$ cat src/include/uart_irq_regs.vh
// Register offsets, field positions, codes and reset values for the serial port control block.
`ifndef UART_IRQ_REGS_VH
`define UART_IRQ_REGS_VH
`define PORT0_IRQ_IDENTIFY_ADDR 8'hC2
`define PORT0_QUEUE_CONTROL_ADDR 8'hC2
`define PORT1_IRQ_IDENTIFY_ADDR 8'hD2
`define PORT1_QUEUE_CONTROL_ADDR 8'hD2
`define TX_HOLD_ADDR_P0 8'hC0
`define TX_HOLD_ADDR_P1 8'hD0
`define RX_BUF_ADDR_P0 8'hC0
`define RX_BUF_ADDR_P1 8'hD0
`define QCTL_RESET 8'h00
`define QCTL_ON_BIT 0
`define QCTL_RX_FLUSH_BIT 1
`define QCTL_TX_FLUSH_BIT 2
`define QCTL_LEVEL_HI 7
`define QCTL_LEVEL_LO 6
`define CAUSE_LINE_STATUS 3'h3
`define CAUSE_RX_DATA 3'h2
`define CAUSE_TIMEOUT 3'h6
`define CAUSE_TX_EMPTY 3'h1
`define CAUSE_MODEM 3'h0
`define LEVEL_SEL0 5'h01
`define LEVEL_SEL1 5'h04
`define LEVEL_SEL2 5'h08
`define LEVEL_SEL3 5'h0E
`define QUEUE_DEPTH 16
`define QUEUE_AW 4
`define UNBUFFERED_DEPTH 5'h01
`endif

$ cat src/design/uart_byte_queue.v
// Byte queue with flush and a depth limit that shrinks to one entry when queueing is off.
`timescale 1ns/1ps
`default_nettype none
`include "uart_irq_regs.vh"
module uart_byte_queue #(
  parameter DEPTH = `QUEUE_DEPTH,
  parameter AW = `QUEUE_AW,
  parameter WIDTH = 8
) (
  input wire clk_i,
  input wire rst_b_i,
  input wire flush_i,
  input wire queue_on_i,
  input wire push_i,
  input wire [WIDTH-1:0] push_data_i,
  output wire push_ready_o,
  input wire pop_i,
  output reg [WIDTH-1:0] pop_data_o,
  output wire pop_valid_o,
  output reg [AW:0] count_o
);
  reg [WIDTH-1:0] mem [0:DEPTH-1];
  reg [AW-1:0] wr_ptr;
  reg [AW-1:0] rd_ptr;
  wire [AW:0] limit;
  wire do_push;
  wire do_pop;
  // ------------------------------------------------------------
  // Capacity follows the enable: one byte when off, full depth when on.
  // ------------------------------------------------------------
  assign limit = queue_on_i ? DEPTH[AW:0] : `UNBUFFERED_DEPTH;
  assign push_ready_o = (count_o < limit);
  assign pop_valid_o = (count_o != {(AW+1){1'b0}});
  assign do_push = push_i && push_ready_o && !flush_i;
  assign do_pop = pop_i && pop_valid_o && !flush_i;
  // Pointer and count update; flush has priority so no stale byte survives.
  always @(posedge clk_i or negedge rst_b_i) begin
    if (!rst_b_i) begin
      wr_ptr <= {AW{1'b0}};
      rd_ptr <= {AW{1'b0}};
      count_o <= {(AW+1){1'b0}};
    end else if (flush_i) begin
      wr_ptr <= {AW{1'b0}};
      rd_ptr <= {AW{1'b0}};
      count_o <= {(AW+1){1'b0}};
    end else begin
      if (do_push) begin
        wr_ptr <= wr_ptr + 1'b1;
      end
      if (do_pop) begin
        rd_ptr <= rd_ptr + 1'b1;
      end
      if (do_push && !do_pop) begin
        count_o <= count_o + 1'b1;
      end else if (do_pop && !do_push) begin
        count_o <= count_o - 1'b1;
      end
    end
  end
  // Storage has no reset; the count guards every pop, but the head register reads it every cycle.
  always @(posedge clk_i) begin
    if (do_push) begin
      mem[wr_ptr] <= push_data_i;
    end
  end
  // Registered head of queue for the consumer.
  always @(posedge clk_i or negedge rst_b_i) begin
    if (!rst_b_i) begin
      pop_data_o <= {WIDTH{1'b0}};
    end else begin
      pop_data_o <= mem[rd_ptr];
    end
  end
endmodule // uart_byte_queue
`default_nettype wire

$ cat src/design/uart_irq_prio.v
// Priority encoder that turns enabled interrupt sources into one cause code.
`timescale 1ns/1ps
`default_nettype none
`include "uart_irq_regs.vh"
module uart_irq_prio (
  input wire line_status_i,
  input wire rx_data_i,
  input wire timeout_i,
  input wire tx_empty_i,
  input wire modem_i,
  output reg [2:0] cause_o,
  output wire any_o
);
  assign any_o = line_status_i | rx_data_i | timeout_i | tx_empty_i | modem_i;
  // ------------------------------------------------------------
  // Only the highest active source is shown; lower ones wait.
  // ------------------------------------------------------------
  always @* begin
    if (line_status_i) begin
      cause_o = `CAUSE_LINE_STATUS;
    end else if (rx_data_i) begin
      cause_o = `CAUSE_RX_DATA;
    end else if (timeout_i) begin
      cause_o = `CAUSE_TIMEOUT;
    end else if (tx_empty_i) begin
      cause_o = `CAUSE_TX_EMPTY;
    end else begin
      cause_o = `CAUSE_MODEM; // Also shown when idle; the pending flag qualifies it.
    end
  end
endmodule // uart_irq_prio
`default_nettype wire

$ cat src/design/uart_irq_id_and_fifo_ctrl.v
// Interrupt identification and queue control for one serial port.
`timescale 1ns/1ps
`default_nettype none
`include "uart_irq_regs.vh"
module uart_irq_id_and_fifo_ctrl #(
  parameter [7:0] IDENT_ADDR = `PORT0_IRQ_IDENTIFY_ADDR,
  parameter [7:0] DATA_ADDR = `TX_HOLD_ADDR_P0,
  parameter ERR_WIDTH = 3
) (
  input wire CLK_SYS_I,
  input wire RST_B_I,
  input wire [7:0] ADDR_I,
  input wire [7:0] WDATA_I,
  input wire WR_I,
  input wire RD_I,
  output reg [7:0] RDATA_O,
  input wire IER_LINE_I,
  input wire IER_TX_I,
  input wire IER_RX_I,
  input wire IER_MODEM_I,
  input wire LINE_STATUS_I,
  input wire TIMEOUT_I,
  input wire MODEM_I,
  input wire RX_PUSH_I,
  input wire [7:0] RX_DATA_I,
  input wire [ERR_WIDTH-1:0] RX_ERR_I,
  output wire RX_READY_O,
  output wire [ERR_WIDTH-1:0] RX_HEAD_ERR_O,
  input wire TX_POP_I,
  output wire [7:0] TX_DATA_O,
  output wire TX_VALID_O,
  output wire IRQ_O,
  output wire QUEUE_ON_O,
  output wire [4:0] RX_COUNT_O,
  output wire [4:0] TX_COUNT_O
);
  // ------------------------------------------------------------
  // Decoding helpers.
  // ------------------------------------------------------------
  // Level code to byte threshold.
  function [4:0] level_bytes;
    input [1:0] sel;
    begin
      if (sel == 2'h0) begin
        level_bytes = `LEVEL_SEL0;
      end else if (sel == 2'h1) begin
        level_bytes = `LEVEL_SEL1;
      end else if (sel == 2'h2) begin
        level_bytes = `LEVEL_SEL2;
      end else begin
        level_bytes = `LEVEL_SEL3;
      end
    end
  endfunction
  // Address match used by several strobes.
  function hit;
    input [7:0] a;
    input [7:0] b;
    begin
      hit = (a == b);
    end
  endfunction

  reg queue_on;
  reg [1:0] rx_level_select;
  reg tx_queue_flush;
  reg rx_queue_flush;
  wire ctl_wr;
  wire id_rd;
  wire data_wr;
  wire data_rd;
  wire [4:0] rx_count;
  wire [4:0] tx_count;
  wire rx_valid;
  wire [7:0] rx_head;
  wire [ERR_WIDTH-1:0] err_head;
  wire tx_ready;
  wire rx_data_event;
  wire [2:0] irq_cause_code;
  wire any_irq;
  wire irq_pending_n;
  wire [7:0] irq_identify_reg;
  wire [1:0] queue_state;
  // ------------------------------------------------------------
  // Address decode: one address, direction picks the register.
  // ------------------------------------------------------------
  assign ctl_wr = WR_I && hit(ADDR_I, IDENT_ADDR);
  assign id_rd = RD_I && hit(ADDR_I, IDENT_ADDR);
  assign data_wr = WR_I && hit(ADDR_I, DATA_ADDR);
  assign data_rd = RD_I && hit(ADDR_I, DATA_ADDR);

  // Control write: enable and level stored, flush bits are one-cycle strobes.
  // Flushes are gated by the enable being written, so enabling and flushing together works.
  always @(posedge CLK_SYS_I or negedge RST_B_I) begin
    if (!RST_B_I) begin
      queue_on <= 1'b0;
      rx_level_select <= 2'h0;
      tx_queue_flush <= 1'b0;
      rx_queue_flush <= 1'b0;
    end else begin
      tx_queue_flush <= 1'b0;
      rx_queue_flush <= 1'b0;
      if (ctl_wr) begin
        queue_on <= WDATA_I[`QCTL_ON_BIT];
        rx_level_select <= WDATA_I[`QCTL_LEVEL_HI:`QCTL_LEVEL_LO];
        rx_queue_flush <= WDATA_I[`QCTL_RX_FLUSH_BIT] & WDATA_I[`QCTL_ON_BIT];
        tx_queue_flush <= WDATA_I[`QCTL_TX_FLUSH_BIT] & WDATA_I[`QCTL_ON_BIT];
      end
    end
  end

  // ------------------------------------------------------------
  // Queues: receive data and its error flags share one pointer pair.
  // ------------------------------------------------------------
  uart_byte_queue #(
    .DEPTH(`QUEUE_DEPTH),
    .AW(`QUEUE_AW),
    .WIDTH(8 + ERR_WIDTH)
  ) u_rx_queue (
    .clk_i(CLK_SYS_I),
    .rst_b_i(RST_B_I),
    .flush_i(rx_queue_flush),
    .queue_on_i(queue_on),
    .push_i(RX_PUSH_I),
    .push_data_i({RX_ERR_I, RX_DATA_I}),
    .push_ready_o(RX_READY_O),
    .pop_i(data_rd),
    .pop_data_o({err_head, rx_head}),
    .pop_valid_o(rx_valid),
    .count_o(rx_count)
  );

  uart_byte_queue #(
    .DEPTH(`QUEUE_DEPTH),
    .AW(`QUEUE_AW),
    .WIDTH(8)
  ) u_tx_queue (
    .clk_i(CLK_SYS_I),
    .rst_b_i(RST_B_I),
    .flush_i(tx_queue_flush),
    .queue_on_i(queue_on),
    .push_i(data_wr),
    .push_data_i(WDATA_I),
    .push_ready_o(tx_ready),
    .pop_i(TX_POP_I),
    .pop_data_o(TX_DATA_O),
    .pop_valid_o(TX_VALID_O),
    .count_o(tx_count)
  );

  assign RX_HEAD_ERR_O = err_head;
  assign RX_COUNT_O = rx_count;
  assign TX_COUNT_O = tx_count;
  assign QUEUE_ON_O = queue_on;

  // ------------------------------------------------------------
  // Interrupt sources and identification.
  // ------------------------------------------------------------
  // Receive threshold only applies with queueing on; off, any byte counts.
  assign rx_data_event = queue_on ? (rx_count >= level_bytes(rx_level_select)) : rx_valid;

  uart_irq_prio u_prio (
    .line_status_i(LINE_STATUS_I & IER_LINE_I),
    .rx_data_i(rx_data_event & IER_RX_I),
    .timeout_i(TIMEOUT_I & IER_RX_I),
    .tx_empty_i(!TX_VALID_O & IER_TX_I),
    .modem_i(MODEM_I & IER_MODEM_I),
    .cause_o(irq_cause_code),
    .any_o(any_irq)
  );

  assign irq_pending_n = !any_irq;
  assign queue_state = queue_on ? 2'h3 : 2'h0;
  // Cause is forced to zero when nothing pends so software never sees a stale code.
  assign irq_identify_reg = {queue_state, 2'h0, (any_irq ? irq_cause_code : 3'h0), irq_pending_n};
  assign IRQ_O = any_irq;

  // Registered read data; unmapped addresses read zero.
  always @(posedge CLK_SYS_I or negedge RST_B_I) begin
    if (!RST_B_I) begin
      RDATA_O <= 8'h00;
    end else if (id_rd) begin
      RDATA_O <= irq_identify_reg;
    end else if (data_rd) begin
      RDATA_O <= rx_head;
    end else begin
      RDATA_O <= 8'h00;
    end
  end
endmodule // uart_irq_id_and_fifo_ctrl
`default_nettype wire

$ cat config.mk
export PLATFORM = sky130hd
export DESIGN_NAME = uart_irq_id_and_fifo_ctrl
export DESIGN_NICKNAME = d
export VERILOG_FILES = /design/src/design/uart_byte_queue.v /design/src/design/uart_irq_prio.v /design/src/design/uart_irq_id_and_fifo_ctrl.v
export VERILOG_INCLUDE_DIRS = /design/src /design/src/include
export SDC_FILE = /design/constraint.sdc
export NUM_CORES = 1
export LEC_CHECK = 0
export BUFFER_PORTS_ARGS = -buffer_cell sky130_fd_sc_hd__buf_4
export CORE_UTILIZATION = 45
export CTS_CLUSTER_SIZE = 14
export DETAILED_ROUTE_END_ITERATION = 8
export GPL_TIMING_DRIVEN = 0
export REMOVE_ABC_BUFFERS = 1
export SYNTH_ARGS = -nofsm -noshare
export SYNTH_HDL_FRONTEND = slang
export SYNTH_SLANG_ARGS = --single-unit
$ cat constraint.sdc
create_clock -name CLK_SYS_I -period 4.13 [get_ports CLK_SYS_I]
set_input_delay 0 -clock CLK_SYS_I [delete_from_list [all_inputs] [get_ports CLK_SYS_I]]
set_output_delay 0 -clock CLK_SYS_I [all_outputs]
set_load 0.005 [all_outputs]
==> out/results.txt, run 1 <==
drt first pass iters -> 5
initial DRC count -> 586
post-DR vias/cell -> 5.49
most numerous cell in the Yosys netlist -> edfxtp_1
CTS tree -> done
met3 WL -> 947 um
CP Launch Type -> flip-flop
CTS sink cnt -> 362
fmax -> 0.280 GHz
cell area after synthesis -> 14600 um2
Worst R2R Setup Slack -> 560 ps
Yosys cell types -> 54
# setup viols final -> 0
vias in the first global route -> 7785
Post-Synth Adder-Cell Area -> 2.16%
GPL Wtd Cong -> 0.774
DP Cell Count -> 1255
GRT Residual Overflow -> 0
synth warn -> 0
CTS clk-pin slew, worst paths -> 60 ps
port buffer count -> 72
HP Class -> in -> reg
beginning of the worst hold path -> RD_I
Finished Core Util -> 54.5%
worst-margin pin slew -> 1440 ps
Synth Area in XOR/XNOR -> 1.13%
Hold Path Depth -> 3
R2R cell count -> 10
post-route clock skew -> 15.3 ps
pin count of the biggest net entering global routing -> 59
max cap viols -> 0
Routed Antenna Nets -> 0
Post-Route Setup TNS -> 0 ps
H-tree levels -> 2
#FFs+latches synth -> 362
DR top layer -> met4
VDD IR max -> 329 uV
gr usage total -> 19.2%
Crit. End Element -> flip-flop
Synth area leaders -> edfxtp_1 63%, dfrtp_1 10%, mux4_2 9.6%
main flop type after synthesis -> edfxtp_1
final net count -> 998
worst hold path endpoint -> RDATA_O[7]$_DFF_PN0_
initial antenna violation count -> 0
WHS -> 39.0 ps
largest area contributor in the netlist -> edfxtp_1
fillcell total -> 2494
chip width -> 182 um
wire length on met2 -> 16000 um
Max Slew Vio Count -> 0
crit path DAT -> 3970 ps
Area Overhead vs Synth -> 18.7%
power density over the cells -> 551 nW/um2
post-synthesis mux area share -> 13.5%
largest family of logic cells by synthesized area -> multiplexers
area of the multi-input gates -> 3790 um2
WL final -> 30800 um
Placement Rows -> 65
Req. time, crit path -> 4530 ps
FF/Latch Area -> 10600 um2
final std cells w/o fill -> 1367
Reg2Reg Capture Point -> u_tx_queue.count_o[4]$_DFFE_PN0P_
wl on met1 -> 13200 um
clk buf depth -> 3
unrepaired setup endpoints after global routing -> false
Post-synth ARST share -> 16.0%
final cycle utilization of the critical path -> 86.3%
DRC -> 0
worst setup path category -> reg -> reg
Starting Density -> 45.9%
Reg-to-Reg Start -> u_tx_queue.count_o[1]$_DFFE_PN0P_
clock root buffer -> clkbuf_16
Vias -> 7500
simple logic cell fraction of the synthesized area -> 5.14%
DIE AREA -> 33100 um2
leakage power -> 0.00587 uW
fraction of layout cells with a size suffix above 1 -> 24.4%
part of the Yosys area used for sequential elements -> 72.6%
Post-Synthesis Cells -> 810
Setup Buffers After CTS -> 0
HPWL Detailed -> 18800 um
Rel. slew slack -> 3.59%
Tmin final -> 3570 ps
first-pass GRT wire length -> 47000 um
number of synthesized flops with an enable pin -> 304
core box area -> 31700 um2
CTS Buf Count -> 39
die height -> 182 um
most common library cells after synthesis -> 304 x edfxtp_1, 67 x nor2_1, 62 x mux4_2
Synth Area in Compound Gates -> 3.94%
mean area per synthesized cell -> 18.0 um2
I/O pin cnt -> 73
Hold Vio Cnt, Final -> 0
clk_lat worst skew -> 530 ps
Yosys top cell area share -> 62.7%
n_diodes -> 0
Max Fanout on Critical Path -> 7
detailed-route wire length per cell -> 22.5 um
status -> finished, final reports clean
-- power by group --
group	switching (uW)	total, uW	internal (uW)	leakage, uW
Clock	1370	3410	2040	0.000608
Combinational	697	1620	927	0.00181
Sequential	319	4500	4180	0.00345
-- timing repair --
item,in CTS,in global routing
endpoints found under the hold margin,378,0
gates resized for setup,0,0
hold buffers,40,0
-- cells in the final DEF, fill, tap and decap left out, drive strengths merged, types with 4 or more instances in the layout --
master       synthesis  final
a221oi              11     11
a21oi               23     23
inv                 13     14
dfrtp               58     58
nand2               37     37
mux4                62     62
mux2                14     14
mux2i               40     40
a22oi               13     13
o21ai               25     25
edfxtp             304    304
ha                  22     22
xor2                 7      7
buf                 14     82
xnor2               11     11
nand4                7      7
dlygate4sd3          0     40
nand2b               8      8
nand3                5      5
nor2b                4      4
clkbuf              25     58
a21o                 4      4
clkinv               0      9
nor2                67     67
-- logic make-up after synthesis --
kind of cell / Yosys count
AND/OR/NAND/NOR: 151
adder cells (fa/ha/maj): 24
buffers and inverters: 52
AO/OA/AOI/OAI: 87
flip-flops: 362
multiplexers: 116
XOR/XNOR: 18
-- final cells by class --
cell class | instances | share of cell area [%]
Sequential cell | 362 | 61.2
Multi-Input combinational cell | 396 | 21.9
Timing Repair Buffer | 122 | 6.37
Clock buffer | 58 | 6.35
Tap cell | 402 | 2.91
Clock inverter | 14 | 0.912
Inverter | 13 | 0.282
-- stage by stage --
stage / setup slack (ps) / instance area (um2) / power, uW
after floorplan: 796 / 14400 / 5590
after global placement: -315 / 15400 / 6160
after detailed placement: 583 / 15600 / 6210
after CTS: 566 / 17300 / 9650
after global routing: 380 / 17300 / 9950
final: 564 / 17300 / 9530
-- worst max-delay path: stages, from the launching register on --
cell     delay [ps]
dfrtp_1         440
or4_1           620
o21ai_1         230
nand4_2         270
or3_1           540
fa_1            430
a21o_1          180
a21oi_1         190
nand3_1         100
o31ai_1         110
mux2_1          350
-- worst max path at each step --
| stage | from | end | slack [ps] | depth (start not counted) |
|---|---|---|---|---|
| global placement | u_rx_queue.rd_ptr[0]$_DFFE_PN0P_ | u_rx_queue.pop_data_o[9]$_DFF_PN0_ | -310 | 5 |
| finish | u_tx_queue.count_o[1]$_DFFE_PN0P_ | u_tx_queue.count_o[4]$_DFFE_PN0P_ | 560 | 10 |
| detailed placement | u_rx_queue.count_o[0]$_DFFE_PN0P_ | u_rx_queue.count_o[4]$_DFFE_PN0P_ | 580 | 10 |
| floorplan | u_rx_queue.rd_ptr[0]$_DFFE_PN0P_ | u_rx_queue.pop_data_o[0]$_DFF_PN0_ | 800 | 3 |
| CTS | u_tx_queue.count_o[1]$_DFFE_PN0P_ | u_tx_queue.count_o[4]$_DFFE_PN0P_ | 570 | 10 |
| global route | u_tx_queue.count_o[1]$_DFFE_PN0P_ | u_tx_queue.count_o[4]$_DFFE_PN0P_ | 380 | 10 |
-- registers in the layout, indices dropped and copies added (netlist names) --
name,flops
rx_queue_flush,1
u_rx_queue.count_o,5
u_tx_queue.pop_data_o,8
u_rx_queue.pop_data_o,11
QUEUE_ON_O,1
u_rx_queue.wr_ptr,4
tx_queue_flush,1
u_tx_queue.wr_ptr,4
u_rx_queue.rd_ptr,4
rx_level_select,2
RDATA_O,8
u_tx_queue.rd_ptr,4
u_tx_queue.mem,128
u_tx_queue.count_o,5
u_rx_queue.mem,176
-- per-layer routing --
metal,global-route usage [%],vias to the layer above
met5,0,-
met4,5.68,0
met3,2.57,36
met2,33.7,153
met1,24.9,3881
li1,-,3430
No activity file was read; power rests on OpenSTA's default activity.
==> inputs of run 2 (changes only) <==
==> constraint.sdc (replaced) <==
create_clock -name CLK_SYS_I -period 4.13 [get_ports CLK_SYS_I]
set_input_delay 0.2065 -clock CLK_SYS_I [delete_from_list [all_inputs] [get_ports CLK_SYS_I]]
set_output_delay 0.2065 -clock CLK_SYS_I [all_outputs]
set_load 0.005 [all_outputs]
==> out/results.txt, run 2 (synthesis results as in run 1) <==
status -> finished, final reports clean
max FFs per register -> 176
leakage power -> 0.00579 uW
final cycle utilization of the critical path -> 86.4%
drt first pass iters -> 5
fraction of layout cells with a size suffix above 1 -> 24.8%
Top reg by flops -> u_rx_queue.mem
# setup viols final -> 0
WL final -> 30500 um
Area Overhead vs Synth -> 17.4%
Worst R2R Setup Slack -> 560 ps
I/O pin cnt -> 73
worst-margin pin slew -> 1400 ps
CTS Buf Count -> 39
GPL Wtd Cong -> 0.774
fmax -> 0.280 GHz
post-DR vias/cell -> 5.53
max cap viols -> 0
die height -> 182 um
R2R cell count -> 10
most common cell after layout, fill and taps aside -> edfxtp_1
power density over the cells -> 557 nW/um2
Max Fanout on Critical Path -> 7
clock root buffer -> clkbuf_16
vias in the first global route -> 7669
HPWL Detailed -> 18800 um
most frequent cells in the layout -> 304 x edfxtp_1, 72 x buf_4, 62 x mux4_2, 59 x nor2_1, 55 x dfrtp_1
clk buf depth -> 3
VDD IR max -> 329 uV
detailed-route wire length per cell -> 22.6 um
port buffer count -> 72
Placement Rows -> 65
Reg-to-Reg Start -> u_tx_queue.count_o[1]$_DFFE_PN0P_
H-tree levels -> 2
Routed Antenna Nets -> 0
post-cts resize count -> 0
initial DRC count -> 517
DRC -> 0
CTS tree -> done
worst slack, placed -> 416 ps
Tmin final -> 3570 ps
Top Registers -> u_rx_queue.mem: 176 flops, u_tx_queue.mem: 128 flops, u_rx_queue.pop_data_o: 11 flops
post-route clock skew -> 18.3 ps
Pwr Total -> 9520 uW
WHS -> 18.7 ps
core box area -> 31700 um2
crit path launch -> u_tx_queue.count_o[1]$_DFFE_PN0P_
CTS clk-pin slew, worst paths -> 60 ps
Starting Density -> 45.9%
Req. time, crit path -> 4530 ps
Vias -> 7450
Crit. End Element -> flip-flop
worst setup path category -> reg -> reg
n_diodes -> 0
gr usage total -> 19.0%
unrepaired setup endpoints after global routing -> false
fillcell total -> 2505
Max Slew Vio Count -> 0
Post-Route Setup TNS -> 0 ps
first-pass GRT wire length -> 46500 um
Reg2Reg Capture Point -> u_tx_queue.count_o[4]$_DFFE_PN0P_
final setup margin -> 560 ps
clk_lat worst skew -> 530 ps
initial antenna violation count -> 0
chip width -> 182 um
Setup crit end -> u_tx_queue.count_o[4]$_DFFE_PN0P_
GRT Residual Overflow -> 0
CTS sink cnt -> 362
Hold Vio Cnt, Final -> 0
Rel. slew slack -> 6.20%
Finished Core Util -> 53.9%
final net count -> 979
HP Class -> in -> reg
crit path DAT -> 3970 ps
pin count of the biggest net entering global routing -> 59
CP Launch Type -> flip-flop
DIE AREA -> 33100 um2
## run 2: metrics by stage
step,area (um2),instances
2_1_floorplan,14400,771
3_3_place_gp,15400,1245
3_5_place_dp,15600,1255
4_1_cts,17100,1348
5_1_grt,17100,1348
6_report,17100,1348
## run 2: metal layers
metal	part of all wire [%]	routed length [um]	track usage [%]	vias to the layer above
met5	0	0	0	-
met2	52	15800	33.2	154
met1	43	13100	24.9	3868
met4	2.1	647	5.65	0
li1	-	-	-	3393
met3	3.2	975	2.55	35
## run 2: power by group
group	internal (uW)	total, uW	switching (uW)
Clock	2040	3410	1370
Combinational	918	1610	694
Sequential	4180	4500	319
## run 2: cell type report
type                            instances  area [um2]  share of cell area (%)
Clock buffer                           58        1100                    6.43
Clock inverter                         14         158                   0.922
Inverter                               13        48.8                   0.285
Multi-Input combinational cell        396        3790                    22.2
Sequential cell                       362       10600                    61.9
Tap cell                              402         503                    2.94
Timing Repair Buffer                  103         911                    5.33
## run 2: how the worst min path moves through the flow
stage                     slack [ps]  cells past startpoint                            endpoint       start
after floorplan                  -90                      0              QUEUE_ON_O$_DFFE_PN0P_     RST_B_I
after global placement           380                      1  u_tx_queue.pop_data_o[6]$_DFF_PN0_     RST_B_I
after detailed placement         380                      1  u_tx_queue.pop_data_o[7]$_DFF_PN0_     RST_B_I
after CTS                        0.2                      1      u_tx_queue.mem[7][3]$_DFFE_PP_  WDATA_I[3]
after global routing              20                      1      u_tx_queue.mem[0][3]$_DFFE_PP_  WDATA_I[3]
final                             20                      1      u_tx_queue.mem[1][5]$_DFFE_PP_  WDATA_I[5]
## run 2: timing repair
item / 4_1_cts / 5_1_grt
buffers inserted: 0 / 0
hold buffers: 21 / 0
endpoints found under the hold margin: 298 / 0
## run 2: critical path: stages, from the launching register on
cell,delay (ps)
dfrtp_1,440
or4_1,620
o21ai_1,230
nand4_2,270
or3_1,540
fa_1,430
a21o_1,180
a21oi_1,190
nand3_1,100
o31ai_1,110
mux2_1,350
